$ cat config.mk
export PLATFORM = sky130hd
export DESIGN_NAME = csp_clock_ctrl
export DESIGN_NICKNAME = d
export VERILOG_FILES = /design/src/inc/csp_pkg.sv /design/src/rtl/csp_clock_ctrl.sv
export SDC_FILE = /design/constraint.sdc
export NUM_CORES = 1
export LEC_CHECK = 0
export BUFFER_PORTS_ARGS = -buffer_cell sky130_fd_sc_hd__buf_2
export CORE_MARGIN = 2
export CORE_UTILIZATION = 50
export CTS_BUF_LIST = sky130_fd_sc_hd__clkbuf_4 sky130_fd_sc_hd__clkbuf_8 sky130_fd_sc_hd__clkbuf_16
export CTS_CLUSTER_SIZE = 16
export DETAILED_ROUTE_END_ITERATION = 7
export GPL_ROUTABILITY_DRIVEN = 0
export PLACE_DENSITY_LB_ADDON = 0.2
export SYNTH_ARGS = -nofsm -noshare
export SYNTH_HDL_FRONTEND = slang
export SYNTH_SLANG_ARGS = --single-unit
export TNS_END_PERCENT = 30
$ cat constraint.sdc
create_clock -name clk -period 6.1 [get_ports clk]
set_clock_uncertainty 0.1 [all_clocks]
set_input_delay 1.22 -clock clk [delete_from_list [all_inputs] [get_ports clk]]
set_output_delay 1.22 -clock clk [all_outputs]
set_load 0.02 [all_outputs]
$ cat src/inc/csp_pkg.sv
// Notes on behaviour
// - External clock modes start at once, no oscillator start-up wait after reset or sleep.
// - External clock modes drive the secondary pin with the input clock divided by four.
// - Multiplier runs only with its enable bit set and a multiplier-capable mode chosen.
// - Multiplier takes a 4 MHz reference and yields 96 MHz for core and USB.
// - Eight-ratio input prescaler brings 4 MHz multiples down to the 4 MHz reference.
// - Core divider derives the core clock from the multiplier path by 1, 2, 3 or 6.
// - Main internal oscillator gives 8 MHz directly and through a postscaler down to 31 kHz.
// - Internal multiplier modes feed the 8 MHz oscillator into the multiplier, up to 48 MHz.
// - Slow oscillator runs when selected or when any of four timer features is enabled.
// - Frequency-select field picks main direct, slow direct or a postscaler output.
// - Trim write settles quickly; execution continues and no completion flag exists.
// - Each trim step changes the main oscillator rate by the same amount.
// - Bit 7 picks main divided by 256 or the slow oscillator for 31 kHz.
// - Modes without multiplier keep it off whatever the enable bit says.
// - Enabling the multiplier switches the core only after the full 2 ms lock count and a seen reference.
// - Six-bit trim is two's complement: zero centre, 011111 max, 100000 min.
// - USB clock is 6 MHz for low speed or 48 MHz for full speed.
// - Multiplier output is divided to feed USB and core at the same time.
// - Core divider ratio comes from a configuration field: 1, 2, 3 or 6.
// - Low-speed USB needs a 24 MHz core so USB gets 6 MHz.
package csp_pkg;

  // Timing
  localparam int CLK_FREQ_KHZ    = 100000;
  localparam int LOCK_TIME_US    = 2000;
  localparam int LOCK_CYCLES_DEF = LOCK_TIME_US * (CLK_FREQ_KHZ / 1000);
  localparam int OST_TICKS       = 1024;

  // Phase accumulator increments, 24-bit fraction of the 100 MHz clock
  localparam int          ACC_W     = 24;
  localparam logic [23:0] MAIN_INC  = 24'h147ae1; // 8 MHz
  localparam logic [23:0] SLOW_INC  = 24'h001451; // 31 kHz
  localparam logic [23:0] NODE_INC  = 24'h7ae148; // 48 MHz node after the 96 MHz halving
  localparam logic [23:0] TRIM_STEP = 24'h000a3d; // One trim step

  // Register byte offsets
  localparam logic [3:0] OFS_TUNE = 4'h0;
  localparam logic [3:0] OFS_CTRL = 4'h4;
  localparam logic [3:0] OFS_CFG  = 4'h8;
  localparam logic [3:0] OFS_STAT = 4'hc;

  // Field positions
  localparam int TUNE_SRC_BIT   = 7;
  localparam int TUNE_MULTIPLIER_ENABLE_BIT = 6;
  localparam int TRIM_W         = 6;
  localparam int CFG_MODE_LSB   = 0;
  localparam int CFG_PRE_LSB    = 3;
  localparam int CFG_CORE_CLOCK_DIVIDER_LSB  = 6;
  localparam int CFG_USBLS_BIT  = 8;
  localparam int CFG_FEAT_LSB   = 9;

  // Reset values
  localparam logic [7:0] TUNE_RST  = 8'h00;
  localparam logic [2:0] FREQ_RST  = 3'h6;
  localparam logic [2:0] PRE_RST   = 3'h0;
  localparam logic [1:0] CORE_CLOCK_DIVIDER_RST = 2'h3;
  localparam logic [3:0] FEAT_RST  = 4'h0;

  typedef enum logic [2:0] {
    crystal_direct_mode, crystal_pll_mode, external_clock_in_mode, external_clock_pll_mode,
    internal_direct_mode, internal_clkout_mode, internal_pll_mode, internal_pll_clkout_mode
  } csp_mode_t;

  typedef enum logic [1:0] {sw_idle, sw_wait_old, sw_wait_new} csp_sw_t;

  typedef struct packed {
    logic        cyc;
    logic        stb;
    logic        we;
    logic [3:0]  adr;
    logic [3:0]  sel;
    logic [31:0] dat;
  } csp_wb_req_t;

  typedef struct packed {
    logic        ack;
    logic [31:0] dat;
  } csp_wb_rsp_t;

  typedef struct packed {
    logic core_tick;
    logic usb_tick;
    logic slow_osc_enable;
    logic multiplier_running;
  } csp_clk_out_t;

endpackage

$ cat src/rtl/csp_clock_ctrl.sv
module csp_clock_ctrl import csp_pkg::*; #(
  parameter int LOCK_CYCLES = LOCK_CYCLES_DEF
) (
  input  wire logic         clk,
  input  wire logic         arst_n,
  input  wire csp_wb_req_t  wb_req,
  output csp_wb_rsp_t       wb_rsp,
  input  wire logic         osc_input_pin,
  input  wire logic         sleep_req,
  output logic              osc_output_pin,
  output logic              osc_output_oe,
  output csp_clk_out_t      clk_out
);

  localparam int LOCK_W = $clog2(LOCK_CYCLES + 1);
  localparam int OST_W  = $clog2(OST_TICKS + 1);
  localparam logic [LOCK_W-1:0] LOCK_LAST = LOCK_W'(LOCK_CYCLES - 1);
  localparam logic [OST_W-1:0]  OST_LAST  = OST_W'(OST_TICKS - 1);

  typedef struct packed {
    logic [7:0]        tune;
    logic [2:0]        freq_sel;
    csp_mode_t         mode;
    logic [2:0]        prediv;
    logic [1:0]        core_clock_divider;
    logic              usb_low;
    logic [3:0]        feat;
    logic              ack;
    logic [31:0]       rdata;
    logic [ACC_W-1:0]  main_acc;
    logic [ACC_W-1:0]  slow_acc;
    logic [ACC_W-1:0]  node_acc;
    logic              pin_q;
    logic [1:0]        ext_cnt;
    logic [OST_W-1:0]  ost_cnt;
    logic              osc_ready;
    logic [3:0]        pre_cnt;
    logic              ref_seen;
    logic [LOCK_W-1:0] lock_cnt;
    logic              locked;
    logic [7:0]        post_cnt;
    logic [2:0]        pdiv_cnt;
    logic [2:0]        cpu_cnt;
    logic [1:0]        usb_cnt;
    logic              on_pll;
    csp_sw_t           sw;
    logic              core_tick;
    logic              usb_tick;
  } csp_state_t;

  csp_state_t s;
  csp_state_t next_s;
  logic [1:0] rst_sync;
  logic       rst_n;

  //////////////////////////////////////////////////////////////////////////////
  // Helpers

  // Accumulate and report the carry
  function automatic logic [ACC_W:0] acc_step(input logic [ACC_W-1:0] a, input logic [ACC_W-1:0] inc);
    acc_step = {1'b0, a} + {1'b0, inc};
  endfunction

  // Prescaler code to ratio minus one
  function automatic logic [3:0] pre_last(input logic [2:0] code);
    case (code)
      3'h0:    pre_last = 4'hb;
      3'h1:    pre_last = 4'h9;
      3'h2:    pre_last = 4'h5;
      3'h3:    pre_last = 4'h4;
      3'h4:    pre_last = 4'h3;
      3'h5:    pre_last = 4'h2;
      3'h6:    pre_last = 4'h1;
      default: pre_last = 4'h0;
    endcase
  endfunction

  // Core divider code to ratio minus one: 11 none, 10 half, 01 third, 00 sixth
  function automatic logic [2:0] cpu_last(input logic [1:0] code);
    case (code)
      2'h3:    cpu_last = 3'h0;
      2'h2:    cpu_last = 3'h1;
      2'h1:    cpu_last = 3'h2;
      default: cpu_last = 3'h5;
    endcase
  endfunction

  //////////////////////////////////////////////////////////////////////////////
  // Reset release

  // Two-stage release of the asynchronous reset
  always_ff @(posedge clk or negedge arst_n) begin
    if (!arst_n) begin
      rst_sync <= 2'b00;
    end else begin
      rst_sync <= {rst_sync[0], 1'b1};
    end
  end
  assign rst_n = rst_sync[1];

  //////////////////////////////////////////////////////////////////////////////
  // Decode of mode and sources

  logic             pll_capable;
  logic             ext_mode;
  logic             xtal_mode;
  logic             int_mode;
  logic             pll_on;
  logic             ext_tick;
  logic [ACC_W-1:0] main_inc;
  logic [ACC_W:0]   main_sum;
  logic [ACC_W:0]   slow_sum;
  logic [ACC_W:0]   node_sum;
  logic             main_tick;
  logic             slow_tick;
  logic             node_tick;
  logic             slow_run;
  logic             prim_tick;
  logic             pre_hit;
  logic [7:0]       post_mask;
  logic             post_hit;
  logic             int_clk_tick;
  logic             pdiv_hit;
  logic             cpu_hit;
  logic             old_tick;
  logic             want_pll;
  logic             cur_tick;
  logic             tgt_tick;
  logic             wb_req_ok;

  // Multiplier-capable modes
  assign pll_capable = (s.mode == crystal_pll_mode) || (s.mode == external_clock_pll_mode) ||
                       (s.mode == internal_pll_mode) || (s.mode == internal_pll_clkout_mode);
  assign ext_mode    = (s.mode == external_clock_in_mode) || (s.mode == external_clock_pll_mode);
  assign xtal_mode   = (s.mode == crystal_direct_mode) || (s.mode == crystal_pll_mode);
  assign int_mode    = !ext_mode && !xtal_mode;

  assign pll_on = s.tune[TUNE_MULTIPLIER_ENABLE_BIT] && pll_capable && !sleep_req;

  // Rising edge of the sampled input clock
  assign ext_tick = osc_input_pin && !s.pin_q;

  assign main_inc = MAIN_INC + ACC_W'({{(ACC_W - TRIM_W){s.tune[TRIM_W-1]}}, s.tune[TRIM_W-1:0]} * TRIM_STEP);

  assign main_sum  = acc_step(s.main_acc, main_inc);
  assign main_tick = main_sum[ACC_W] && !sleep_req;

  assign slow_run  = (int_mode && s.freq_sel == 3'h0 && !s.tune[TUNE_SRC_BIT]) || (|s.feat);
  assign slow_sum  = acc_step(s.slow_acc, SLOW_INC);
  assign slow_tick = slow_sum[ACC_W] && slow_run;

  assign node_sum  = acc_step(s.node_acc, NODE_INC);
  assign node_tick = node_sum[ACC_W] && pll_on && s.locked;

  // main oscillator in internal modes, else the ready input pin, into the multiplier path
  assign prim_tick = int_mode ? main_tick : (ext_tick && s.osc_ready);

  assign pre_hit = prim_tick && (s.pre_cnt == pre_last(s.prediv));

  // divide by 256 or slow oscillator
  assign post_mask = (s.freq_sel == 3'h0) ? 8'hff : (8'hff >> (4'(s.freq_sel) + 4'h1));
  assign post_hit  = main_tick && ((s.post_cnt & post_mask) == post_mask);

  assign int_clk_tick = (s.freq_sel == 3'h0 && !s.tune[TUNE_SRC_BIT]) ? slow_tick : post_hit;

  assign pdiv_hit = prim_tick && (s.pdiv_cnt == cpu_last(s.core_clock_divider));
  assign cpu_hit  = node_tick && (s.cpu_cnt == cpu_last(s.core_clock_divider));

  assign old_tick = (s.mode == internal_direct_mode || s.mode == internal_clkout_mode) ? int_clk_tick : pdiv_hit;
  assign want_pll = pll_on && s.locked;
  assign cur_tick = s.on_pll ? cpu_hit : old_tick;
  assign tgt_tick = s.on_pll ? old_tick : cpu_hit;

  assign wb_req_ok = wb_req.cyc && wb_req.stb && !s.ack;

  //////////////////////////////////////////////////////////////////////////////
  // Next state

  always_comb begin
    next_s           = s;
    next_s.ack       = 1'b0;
    next_s.core_tick = 1'b0;
    next_s.usb_tick  = 1'b0;
    next_s.pin_q     = osc_input_pin;
    next_s.main_acc  = main_sum[ACC_W-1:0];
    next_s.slow_acc  = slow_run ? slow_sum[ACC_W-1:0] : s.slow_acc;
    next_s.node_acc  = (pll_on && s.locked) ? node_sum[ACC_W-1:0] : s.node_acc;

    // Register bus, one-cycle answer
    if (wb_req_ok) begin
      next_s.ack   = 1'b1;
      next_s.rdata = 32'h0000_0000;
      if (wb_req.adr == OFS_TUNE) begin
        next_s.rdata = {24'h00_0000, s.tune};
        if (wb_req.we && wb_req.sel[0]) begin
          next_s.tune = wb_req.dat[7:0];
        end
      end else if (wb_req.adr == OFS_CTRL) begin
        next_s.rdata = {29'h0000_0000, s.freq_sel};
        if (wb_req.we && wb_req.sel[0]) begin
          next_s.freq_sel = wb_req.dat[2:0];
        end
      end else if (wb_req.adr == OFS_CFG) begin
        next_s.rdata = {19'h0_0000, s.feat, s.usb_low, s.core_clock_divider, s.prediv, s.mode};
        if (wb_req.we && wb_req.sel[0]) begin
          next_s.mode   = csp_mode_t'(wb_req.dat[CFG_MODE_LSB +: 3]);
          next_s.prediv = wb_req.dat[CFG_PRE_LSB +: 3];
          next_s.core_clock_divider  = wb_req.dat[CFG_CORE_CLOCK_DIVIDER_LSB +: 2];
        end
        if (wb_req.we && wb_req.sel[1]) begin
          next_s.usb_low = wb_req.dat[CFG_USBLS_BIT];
          next_s.feat    = wb_req.dat[CFG_FEAT_LSB +: 4];
        end
      end else if (wb_req.adr == OFS_STAT) begin
        next_s.rdata = {26'h000_0000, s.ref_seen, slow_run, s.osc_ready, s.on_pll, s.locked, pll_on};
      end
    end

    if (ext_tick) begin
      next_s.ext_cnt = s.ext_cnt + 2'h1;
    end

    // external modes are ready at once
    if (!xtal_mode) begin
      next_s.osc_ready = 1'b1;
      next_s.ost_cnt   = '0;
    end else if (sleep_req) begin
      next_s.osc_ready = 1'b0;
      next_s.ost_cnt   = '0;
    end else if (ext_tick && !s.osc_ready) begin
      next_s.ost_cnt = s.ost_cnt + OST_W'(1);
      if (s.ost_cnt == OST_LAST) begin
        next_s.osc_ready = 1'b1;
      end
    end

    // Prescaler and reference presence
    if (prim_tick) begin
      next_s.pre_cnt = pre_hit ? 4'h0 : (s.pre_cnt + 4'h1);
    end
    if (!pll_on) begin
      next_s.ref_seen = 1'b0;
    end else if (pre_hit) begin
      next_s.ref_seen = 1'b1;
    end

    // lock counter on the system clock
    if (!pll_on) begin
      next_s.lock_cnt = '0;
      next_s.locked   = 1'b0;
    end else if (s.lock_cnt != LOCK_LAST) begin
      next_s.lock_cnt = s.lock_cnt + LOCK_W'(1);
    end else if (s.ref_seen) begin
      next_s.locked = 1'b1;
    end

    // Postscaler and dividers
    if (main_tick) begin
      next_s.post_cnt = s.post_cnt + 8'h01;
    end
    if (prim_tick) begin
      next_s.pdiv_cnt = pdiv_hit ? 3'h0 : (s.pdiv_cnt + 3'h1);
    end
    if (node_tick) begin
      next_s.cpu_cnt = cpu_hit ? 3'h0 : (s.cpu_cnt + 3'h1);
    end

    // wait for old edge then new edge
    case (s.sw)
      sw_idle: begin
        next_s.core_tick = cur_tick;
        if (want_pll != s.on_pll) begin
          next_s.sw = sw_wait_old;
        end
      end
      sw_wait_old: begin
        next_s.core_tick = cur_tick;
        if (want_pll == s.on_pll) begin
          next_s.sw = sw_idle;
        end else if (cur_tick || s.on_pll) begin // A stopped multiplier leaves no edge to wait for
          next_s.sw = sw_wait_new;
        end
      end
      sw_wait_new: begin
        if (want_pll == s.on_pll) begin
          next_s.sw = sw_idle;
        end else if (tgt_tick) begin
          next_s.core_tick = 1'b1;
          next_s.on_pll    = want_pll;
          next_s.sw        = sw_idle;
        end
      end
      default: begin
        next_s.sw = sw_idle;
      end
    endcase
    if (sleep_req) begin
      next_s.core_tick = 1'b0;
    end

    // full speed from the 48 MHz node
    // low speed is a quarter of the core clock
    if (!s.usb_low) begin
      next_s.usb_tick = node_tick;
    end else if (next_s.core_tick) begin
      next_s.usb_cnt  = s.usb_cnt + 2'h1;
      next_s.usb_tick = (s.usb_cnt == 2'h3);
    end
  end

  //////////////////////////////////////////////////////////////////////////////
  // State register

  always_ff @(posedge clk or negedge rst_n) begin
    if (!rst_n) begin
      s          <= '0;
      s.tune     <= TUNE_RST;
      s.freq_sel <= FREQ_RST;
      s.mode     <= crystal_direct_mode;
      s.prediv   <= PRE_RST;
      s.core_clock_divider    <= CORE_CLOCK_DIVIDER_RST;
      s.feat     <= FEAT_RST;
      s.sw       <= sw_idle;
    end else begin
      s <= next_s;
    end
  end

  //////////////////////////////////////////////////////////////////////////////
  // Outputs

  assign wb_rsp.ack   = s.ack;
  assign wb_rsp.dat   = s.rdata;
  assign osc_output_pin = s.ext_cnt[1];
  assign osc_output_oe  = ext_mode;
  assign clk_out.core_tick          = s.core_tick;
  assign clk_out.usb_tick           = s.usb_tick;
  assign clk_out.slow_osc_enable    = slow_run;
  assign clk_out.multiplier_running = pll_on;
endmodule

==> PnR_summary.wiki, run 1 <==
{| class="wikitable"
! Metric !! Value
|-
| Half-perimeter wire length after detailed placement || 14.5 mm
|-
| # hold bufs at CTS || 0
|-
| Count of pins on the block boundary || 86
|-
| Area growth from synthesis to layout || 13.9%
|-
| Count of different cell masters after synthesis || 75
|-
| H-tree Lvls || 4
|-
| GRT Resource Usage Total || 0.198
|-
| Critical Path Fanout Max || 3
|-
| Std cell rows || 51
|-
| Commonest non-fill, non-tap cells in the layout || sky130_fd_sc_hd__dfrtp_1, sky130_fd_sc_hd__nand2_1, sky130_fd_sc_hd__ha_1, sky130_fd_sc_hd__nor2_1, sky130_fd_sc_hd__xnor2_1
|-
| ANT nets after route || 0
|-
| Die area || 21300 um^2
|-
| Number of enable flip-flop cells after synthesis || 0
|-
| Signal arrival time at the worst endpoint || 6.15 ns
|-
| Leak pwr || 5.48 nW
|-
| Worst setup slack after layout || 0.166 ns
|-
| Critical path launch point type || flip-flop
|-
| DRC violation count after routing || 0
|-
| Worst Hold Path Cells || 0
|-
| Max-slew violation count || 0
|-
| Summed instance area of the synthesized netlist || 10100 um^2
|-
| Post-layout util || 0.585
|-
| Cell count after synthesis || 996
|-
| Power per cell area || 493 nW/um^2
|-
| Wire length of the first global-routing pass || 34.6 mm
|-
| Worst max-slew margin expressed relative to the limit || 0.436
|-
| Detail-routed via count per cell || 5.33
|-
| Multi-input gate area in the final layout || 5540 um^2
|-
| Number of DRC markers in iteration 0 || 333
|-
| Inserted Diodes || 0
|-
| Time the final worst path needs with I/O delays and setup || 5.93 ns
|-
| Max capacitance violation total || 0
|-
| Destination of the worst register-to-register timing path || s[6]
|-
| Nature of the critical path endpoint || flip-flop
|-
| Chip height || 146 um
|-
| Clock insertion delay at the later pin of the skew report || 0.44 ns
|-
| FF+latch count, synth || 169
|-
| Total routed wirelength || 20.2 mm
|-
| Share of synthesized registers carrying an async set or reset || 1.00
|-
| Filler cell count || 1764
|-
| Overall die width || 146 um
|-
| Max rail drop VDD || 351 uV
|-
| Clock sink total || 169
|-
| Post-placement setup slack || -0.257 ns
|-
| Starting density of the core || 0.514
|-
| Number of optimization iterations in the first detailed-route pass || 5
|-
| Buffer depth of the longest clock path || 2
|-
| Via count of the routed design || 7207
|-
| Outcome || completed
|-
| Post-Synthesis Mean Instance Area || 10.1 um^2
|-
| Data required time at the worst endpoint || 6.31 ns
|-
| GRT overflow || 0
|-
| Total CTS buffers || 17
|-
| Layout cell share with drive strength beyond 1 || 0.195
|-
| Transition at the pin with the smallest max-transition slack || 0.847 ns
|-
| Area inside the core boundary || 19700 um^2
|-
| Buffers added on ports || 45
|-
| Category of the most critical setup path || flip-flop to flip-flop
|-
| Hold Crit Endpoint || rst_sync[1]
|-
| Start point of the worst hold path || rst_sync[0]
|-
| CTS tree || yes
|-
| RSZ-0062 raised after global routing || yes
|-
| Final setup viols || 0
|-
| Clock slew at reported path FFs || 0.07 ns
|-
| Vias in the first global route || 7169
|-
| Maximum clock frequency || 0.169 GHz
|-
| Minimum setup slack among reg-to-reg paths || 0.17 ns
|-
| Area occupied by registers || 4240 um^2
|-
| Clk Tree Root Cell || sky130_fd_sc_hd__clkbuf_16
|-
| Share of synthesized area occupied by flip-flops and latches || 0.419
|-
| Main flop type after synthesis || sky130_fd_sc_hd__dfrtp_1
|-
| Initial antenna violation count || 0
|-
| Total Power Consumption || 5.67 mW
|-
| Final worst path period share || 0.973
|-
| Worst hold path class || flip-flop to flip-flop
|-
| Number of cells on the worst reg-to-reg path || 26
|-
| Average wire length per cell after detail routing || 15.0 um
|-
| Layout net count || 1214
|-
| Commonest non-fill, non-tap cell in the layout || sky130_fd_sc_hd__dfrtp_1
|-
| Final hold viol count || 0
|-
| Largest net degree at the start of global routing || 65
|-
| Beginning of the worst register-to-register path || s[183]
|-
| Count of yosys warnings during synthesis || 0
|}
## registers in the layout, summed over array words and instances, names as in the netlist
name            cells
clk_out             2
rst_sync            2
s                 150
wb_rsp             14
osc_output_pin      1
## cell families after synthesis
kind of cell | Yosys count | synth area share
other | 2 | 0.000744
AO/OA/AOI/OAI | 179 | 0.117
flip-flops | 169 | 0.419
adder cells (fa/ha/maj) | 92 | 0.123
AND/OR/NAND/NOR | 300 | 0.145
buffers and inverters | 104 | 0.0529
multiplexers | 35 | 0.0419
XOR/XNOR | 115 | 0.0998
## routing by layer
layer / up-vias / track usage / share of wire
met5: - / 0 / 0
li1: 3560 / - / -
met2: 110 / 0.315 / 0.47
met1: 3517 / 0.278 / 0.48
met4: 0 / 0.0583 / 0.014
met3: 20 / 0.0375 / 0.030
## worst max path at each step
stage	depth (start not counted)	end	start	slack [ns]
floorplan	25	s[6]	s[182]	0.16
global placement	25	s[6]	s[181]	-0.16
detailed placement	25	s[6]	s[181]	-0.26
CTS	26	s[6]	s[181]	0.004
global route	26	s[6]	s[183]	-0.08
finish	26	s[6]	s[183]	0.17
## cell type report
type | count | share of cell area
Clock buffer | 19 | 0.0388
Clock inverter | 13 | 0.0115
Inverter | 48 | 0.0157
Multi-Input combinational cell | 741 | 0.482
Sequential cell | 169 | 0.368
Tap cell | 265 | 0.0288
Timing Repair Buffer | 98 | 0.0548
## repair_timing
item / in CTS / in global routing
setup endpoints to repair: 19 / 26
gates resized for setup: 10 / 33
buffers inserted: 3 / 2
pin swaps: 11 / 18
## where the power goes
group          leakage (nW)  total [mW]  internal (mW)  switching, mW
Clock                 0.282        1.07          0.588          0.481
Sequential             2.20        1.55           1.36          0.183
Combinational          2.99        3.05           1.50           1.55
Total                  5.48        5.67           3.45           2.22
## synthesized netlist by cell type, types with 4 or more instances
master	n	area [um^2]
sky130_fd_sc_hd__nand2_1	88	330
sky130_fd_sc_hd__o211ai_1	4	30.0
sky130_fd_sc_hd__a22o_1	8	70.1
sky130_fd_sc_hd__xor2_1	51	447
sky130_fd_sc_hd__mux2_2	24	270
sky130_fd_sc_hd__mux2i_1	7	70.1
sky130_fd_sc_hd__buf_4	37	278
sky130_fd_sc_hd__dfrtp_1	165	4130
sky130_fd_sc_hd__a31oi_1	12	75.1
sky130_fd_sc_hd__and3_1	16	100
sky130_fd_sc_hd__clkbuf_1	14	52.6
sky130_fd_sc_hd__o31ai_1	4	30.0
sky130_fd_sc_hd__nor2_1	77	289
sky130_fd_sc_hd__xnor2_1	64	561
sky130_fd_sc_hd__nand2b_1	13	81.3
sky130_fd_sc_hd__a21o_1	9	67.6
sky130_fd_sc_hd__inv_1	45	169
sky130_fd_sc_hd__buf_2	4	20.0
sky130_fd_sc_hd__nor2b_1	10	62.6
sky130_fd_sc_hd__nor4_1	4	25.0
sky130_fd_sc_hd__o21a_1	7	52.6
sky130_fd_sc_hd__nor3_1	16	80.1
sky130_fd_sc_hd__or3_1	6	37.5
sky130_fd_sc_hd__a21oi_1	39	195
sky130_fd_sc_hd__nand3_1	32	160
sky130_fd_sc_hd__nand4_1	15	93.8
sky130_fd_sc_hd__dfstp_2	4	105
sky130_fd_sc_hd__ha_1	80	1000
sky130_fd_sc_hd__or2_2	4	25.0
sky130_fd_sc_hd__and2_1	5	31.3
sky130_fd_sc_hd__fa_1	12	240
sky130_fd_sc_hd__o21bai_1	5	37.5
sky130_fd_sc_hd__o21ai_0	52	260
## through the flow
stage	cells	instance area [um^2]	hold slack [ns]	TNS [ns]
after floorplan	1014	10200	0.231	0
after global placement	1316	10700	0.237	-0.478
after detailed placement	1316	10700	0.236	-1.69
after CTS	1351	11400	0.252	0
after global routing	1353	11500	0.256	-0.259
final	1353	11500	0.252	0
## critical path, stage by stage (launching register included)
cell	delay, ns
sky130_fd_sc_hd__dfrtp_1	0.41
sky130_fd_sc_hd__fa_2	0.39
sky130_fd_sc_hd__inv_2	0.06
sky130_fd_sc_hd__fa_1	0.42
sky130_fd_sc_hd__fa_1	0.51
sky130_fd_sc_hd__inv_2	0.05
sky130_fd_sc_hd__ha_4	0.24
sky130_fd_sc_hd__ha_4	0.25
sky130_fd_sc_hd__a31oi_4	0.20
sky130_fd_sc_hd__o21bai_2	0.10
sky130_fd_sc_hd__a21oi_2	0.20
sky130_fd_sc_hd__o21ai_2	0.09
sky130_fd_sc_hd__buf_4	0.14
sky130_fd_sc_hd__o21a_1	0.17
sky130_fd_sc_hd__nor2_2	0.13
sky130_fd_sc_hd__xnor2_1	0.09
sky130_fd_sc_hd__ha_1	0.30
sky130_fd_sc_hd__nand4_1	0.13
sky130_fd_sc_hd__nor4bb_2	0.32
sky130_fd_sc_hd__buf_4	0.17
sky130_fd_sc_hd__o211ai_1	0.09
sky130_fd_sc_hd__buf_4	0.16
sky130_fd_sc_hd__o211ai_4	0.24
sky130_fd_sc_hd__o211ai_4	0.15
sky130_fd_sc_hd__o211ai_1	0.25
sky130_fd_sc_hd__o211ai_2	0.14
sky130_fd_sc_hd__mux2_4	0.31
Power figures use the tool's default switching activity.
==> run 2, diff against run 1 <==
--- a/config.mk
+++ b/config.mk
@@ -13,6 +13,7 @@
 export DETAILED_ROUTE_END_ITERATION = 7
 export GPL_ROUTABILITY_DRIVEN = 0
 export PLACE_DENSITY_LB_ADDON = 0.2
+export SETUP_SLACK_MARGIN = 0.2
 export SYNTH_ARGS = -nofsm -noshare
 export SYNTH_HDL_FRONTEND = slang
 export SYNTH_SLANG_ARGS = --single-unit
==> PnR_summary.wiki, run 2 (same netlist as run 1, synthesis figures left out) <==
{| class="wikitable"
! Metric !! Value
|-
| Final worst path period share || 0.962
|-
| Layout cell share with drive strength beyond 1 || 0.198
|-
| Initial antenna violation count || 0
|-
| # hold bufs at CTS || 0
|-
| Clock insertion delay at the later pin of the skew report || 0.43 ns
|-
| RSZ-0062 raised after global routing || yes
|-
| Register ranked first by flip-flop count || s
|-
| Clock slew at reported path FFs || 0.07 ns
|-
| Overall die width || 146 um
|-
| Vias in the first global route || 7088
|-
| Buffers added on ports || 45
|-
| Commonest non-fill, non-tap cells in the layout || sky130_fd_sc_hd__dfrtp_1, sky130_fd_sc_hd__nand2_1, sky130_fd_sc_hd__ha_1, sky130_fd_sc_hd__nor2_1, sky130_fd_sc_hd__xnor2_1
|-
| Layout net count || 1219
|-
| Die area || 21300 um^2
|-
| Post-layout util || 0.587
|-
| Final setup viols || 0
|-
| Area inside the core boundary || 19700 um^2
|-
| Starting density of the core || 0.514
|-
| Largest net degree at the start of global routing || 64
|-
| Signal arrival time at the worst endpoint || 6.09 ns
|-
| Buffer depth of the longest clock path || 2
|-
| Outcome || completed
|-
| Data required time at the worst endpoint || 6.32 ns
|-
| Detail-routed via count per cell || 5.29
|-
| GRT overflow || 0
|-
| Wire length of the first global-routing pass || 34.2 mm
|-
| Nature of the critical path endpoint || flip-flop
|-
| Total CTS buffers || 17
|-
| CTS tree || yes
|-
| Transition at the pin with the smallest max-transition slack || 0.789 ns
|-
| Commonest non-fill, non-tap cell in the layout || sky130_fd_sc_hd__dfrtp_1
|-
| Critical Path Fanout Max || 3
|-
| Clock sink total || 169
|-
| H-tree Lvls || 4
|-
| Total routed wirelength || 20.0 mm
|-
| Total Power Consumption || 5.69 mW
|-
| Category of the most critical setup path || flip-flop to flip-flop
|-
| Inserted Diodes || 0
|-
| Clk Tree Root Cell || sky130_fd_sc_hd__clkbuf_16
|-
| Area growth from synthesis to layout || 14.2%
|-
| Maximum clock frequency || 0.170 GHz
|-
| Std cell rows || 51
|-
| Max capacitance violation total || 0
|-
| Setup tns final || 0 ns
|-
| Critical path launch point type || flip-flop
|-
| Worst setup slack after layout || 0.230 ns
|-
| Number of optimization iterations in the first detailed-route pass || 4
|-
| Max reg flops || 150
|-
| Power per cell area || 494 nW/um^2
|-
| Half-perimeter wire length after detailed placement || 14.3 mm
|-
| Leak pwr || 5.48 nW
|-
| Time the final worst path needs with I/O delays and setup || 5.87 ns
|-
| DRC violation count after routing || 0
|-
| Worst hold path class || flip-flop to flip-flop
|-
| Number of DRC markers in iteration 0 || 359
|-
| Minimum hold slack || 0.254 ns
|-
| Post-placement setup slack || -0.193 ns
|-
| Via count of the routed design || 7179
|-
| ANT nets after route || 0
|-
| Average wire length per cell after detail routing || 14.8 um
|-
| GRT Resource Usage Total || 0.197
|-
| Max rail drop VDD || 357 uV
|-
| Worst max-slew margin expressed relative to the limit || 0.474
|-
| Chip height || 146 um
|-
| Final hold viol count || 0
|-
| Count of pins on the block boundary || 86
|-
| Max-slew violation count || 0
|}
run 2: changes by cell type in the layout (fill, tap and decap cells not counted), sizes merged:
| cell | before | now |
|---|---|---|
| clkbuf | 19 | 20 |
| clkinv | 4 | 2 |
| clkinvlp | 2 | 4 |
| inv | 54 | 52 |
| buf | 98 | 103 |
run 2: critical path, stage by stage, from the launching register on:
cell	delay [ns]
sky130_fd_sc_hd__dfrtp_1	0.40
sky130_fd_sc_hd__fa_2	0.39
sky130_fd_sc_hd__inv_2	0.06
sky130_fd_sc_hd__fa_1	0.44
sky130_fd_sc_hd__fa_1	0.37
sky130_fd_sc_hd__inv_1	0.08
sky130_fd_sc_hd__fa_1	0.47
sky130_fd_sc_hd__ha_4	0.29
sky130_fd_sc_hd__inv_2	0.04
sky130_fd_sc_hd__o21bai_2	0.16
sky130_fd_sc_hd__a21oi_2	0.09
sky130_fd_sc_hd__o21ai_2	0.20
sky130_fd_sc_hd__o21ai_2	0.08
sky130_fd_sc_hd__buf_4	0.14
sky130_fd_sc_hd__xnor2_1	0.14
sky130_fd_sc_hd__ha_1	0.31
sky130_fd_sc_hd__nand4_1	0.15
sky130_fd_sc_hd__nor4bb_2	0.30
sky130_fd_sc_hd__buf_4	0.16
sky130_fd_sc_hd__o211ai_1	0.09
sky130_fd_sc_hd__buf_4	0.16
sky130_fd_sc_hd__o211ai_4	0.23
sky130_fd_sc_hd__o211ai_4	0.16
sky130_fd_sc_hd__o211ai_1	0.27
sky130_fd_sc_hd__o211ai_2	0.16
sky130_fd_sc_hd__mux2_4	0.32
run 2: repair_timing:
action	CTS	global route
gates resized for setup	18	16
setup endpoints to repair	23	23
setup buffers	6	4
pin swaps	18	18
hold endpoints to repair	0	0
run 2: routing by layer:
layer  global-route usage  up-vias  share of wire
li1                     -     3575              -
met1                0.271     3485           0.48
met2                0.320      102           0.47
met3               0.0347       17          0.034
met4               0.0587        0          0.011
met5                    0        -              0
run 2: stage by stage:
step / area [um^2] / cells
global placement: 10700 / 1316
finish: 11500 / 1357
detailed placement: 10700 / 1316
CTS: 11400 / 1353
global route: 11500 / 1357
floorplan: 10200 / 1014
run 2: area by class of cell:
| type | instances | area (um^2) |
|---|---|---|
| Clock buffer | 20 | 467 |
| Clock inverter | 11 | 114 |
| Fill cell | 1683 | 8120 |
| Inverter | 48 | 180 |
| Multi-Input combinational cell | 741 | 5540 |
| Sequential cell | 169 | 4240 |
| Tap cell | 265 | 332 |
| Timing Repair Buffer | 103 | 664 |
run 2: path summary, 6_finish.rpt:
kind / start / end / slack, ns / cells after the start
max: s[181] / s[6] / 0.23 / 25
max reg2reg: s[181] / s[6] / 0.23 / 25
min in group asynchronous: rst_sync[1] / s[113] / 0.32 / 0
max in group asynchronous: rst_sync[1] / wb_rsp[32] / 4.28 / 1
min: rst_sync[0] / rst_sync[1] / 0.25 / 0
min reg2reg: rst_sync[0] / rst_sync[1] / 0.25 / 0
run 2: where the power goes:
part	switching, mW	internal, mW	total (mW)
Combinational	1.55	1.53	3.08
Clock	0.465	0.600	1.07
Sequential	0.187	1.36	1.55
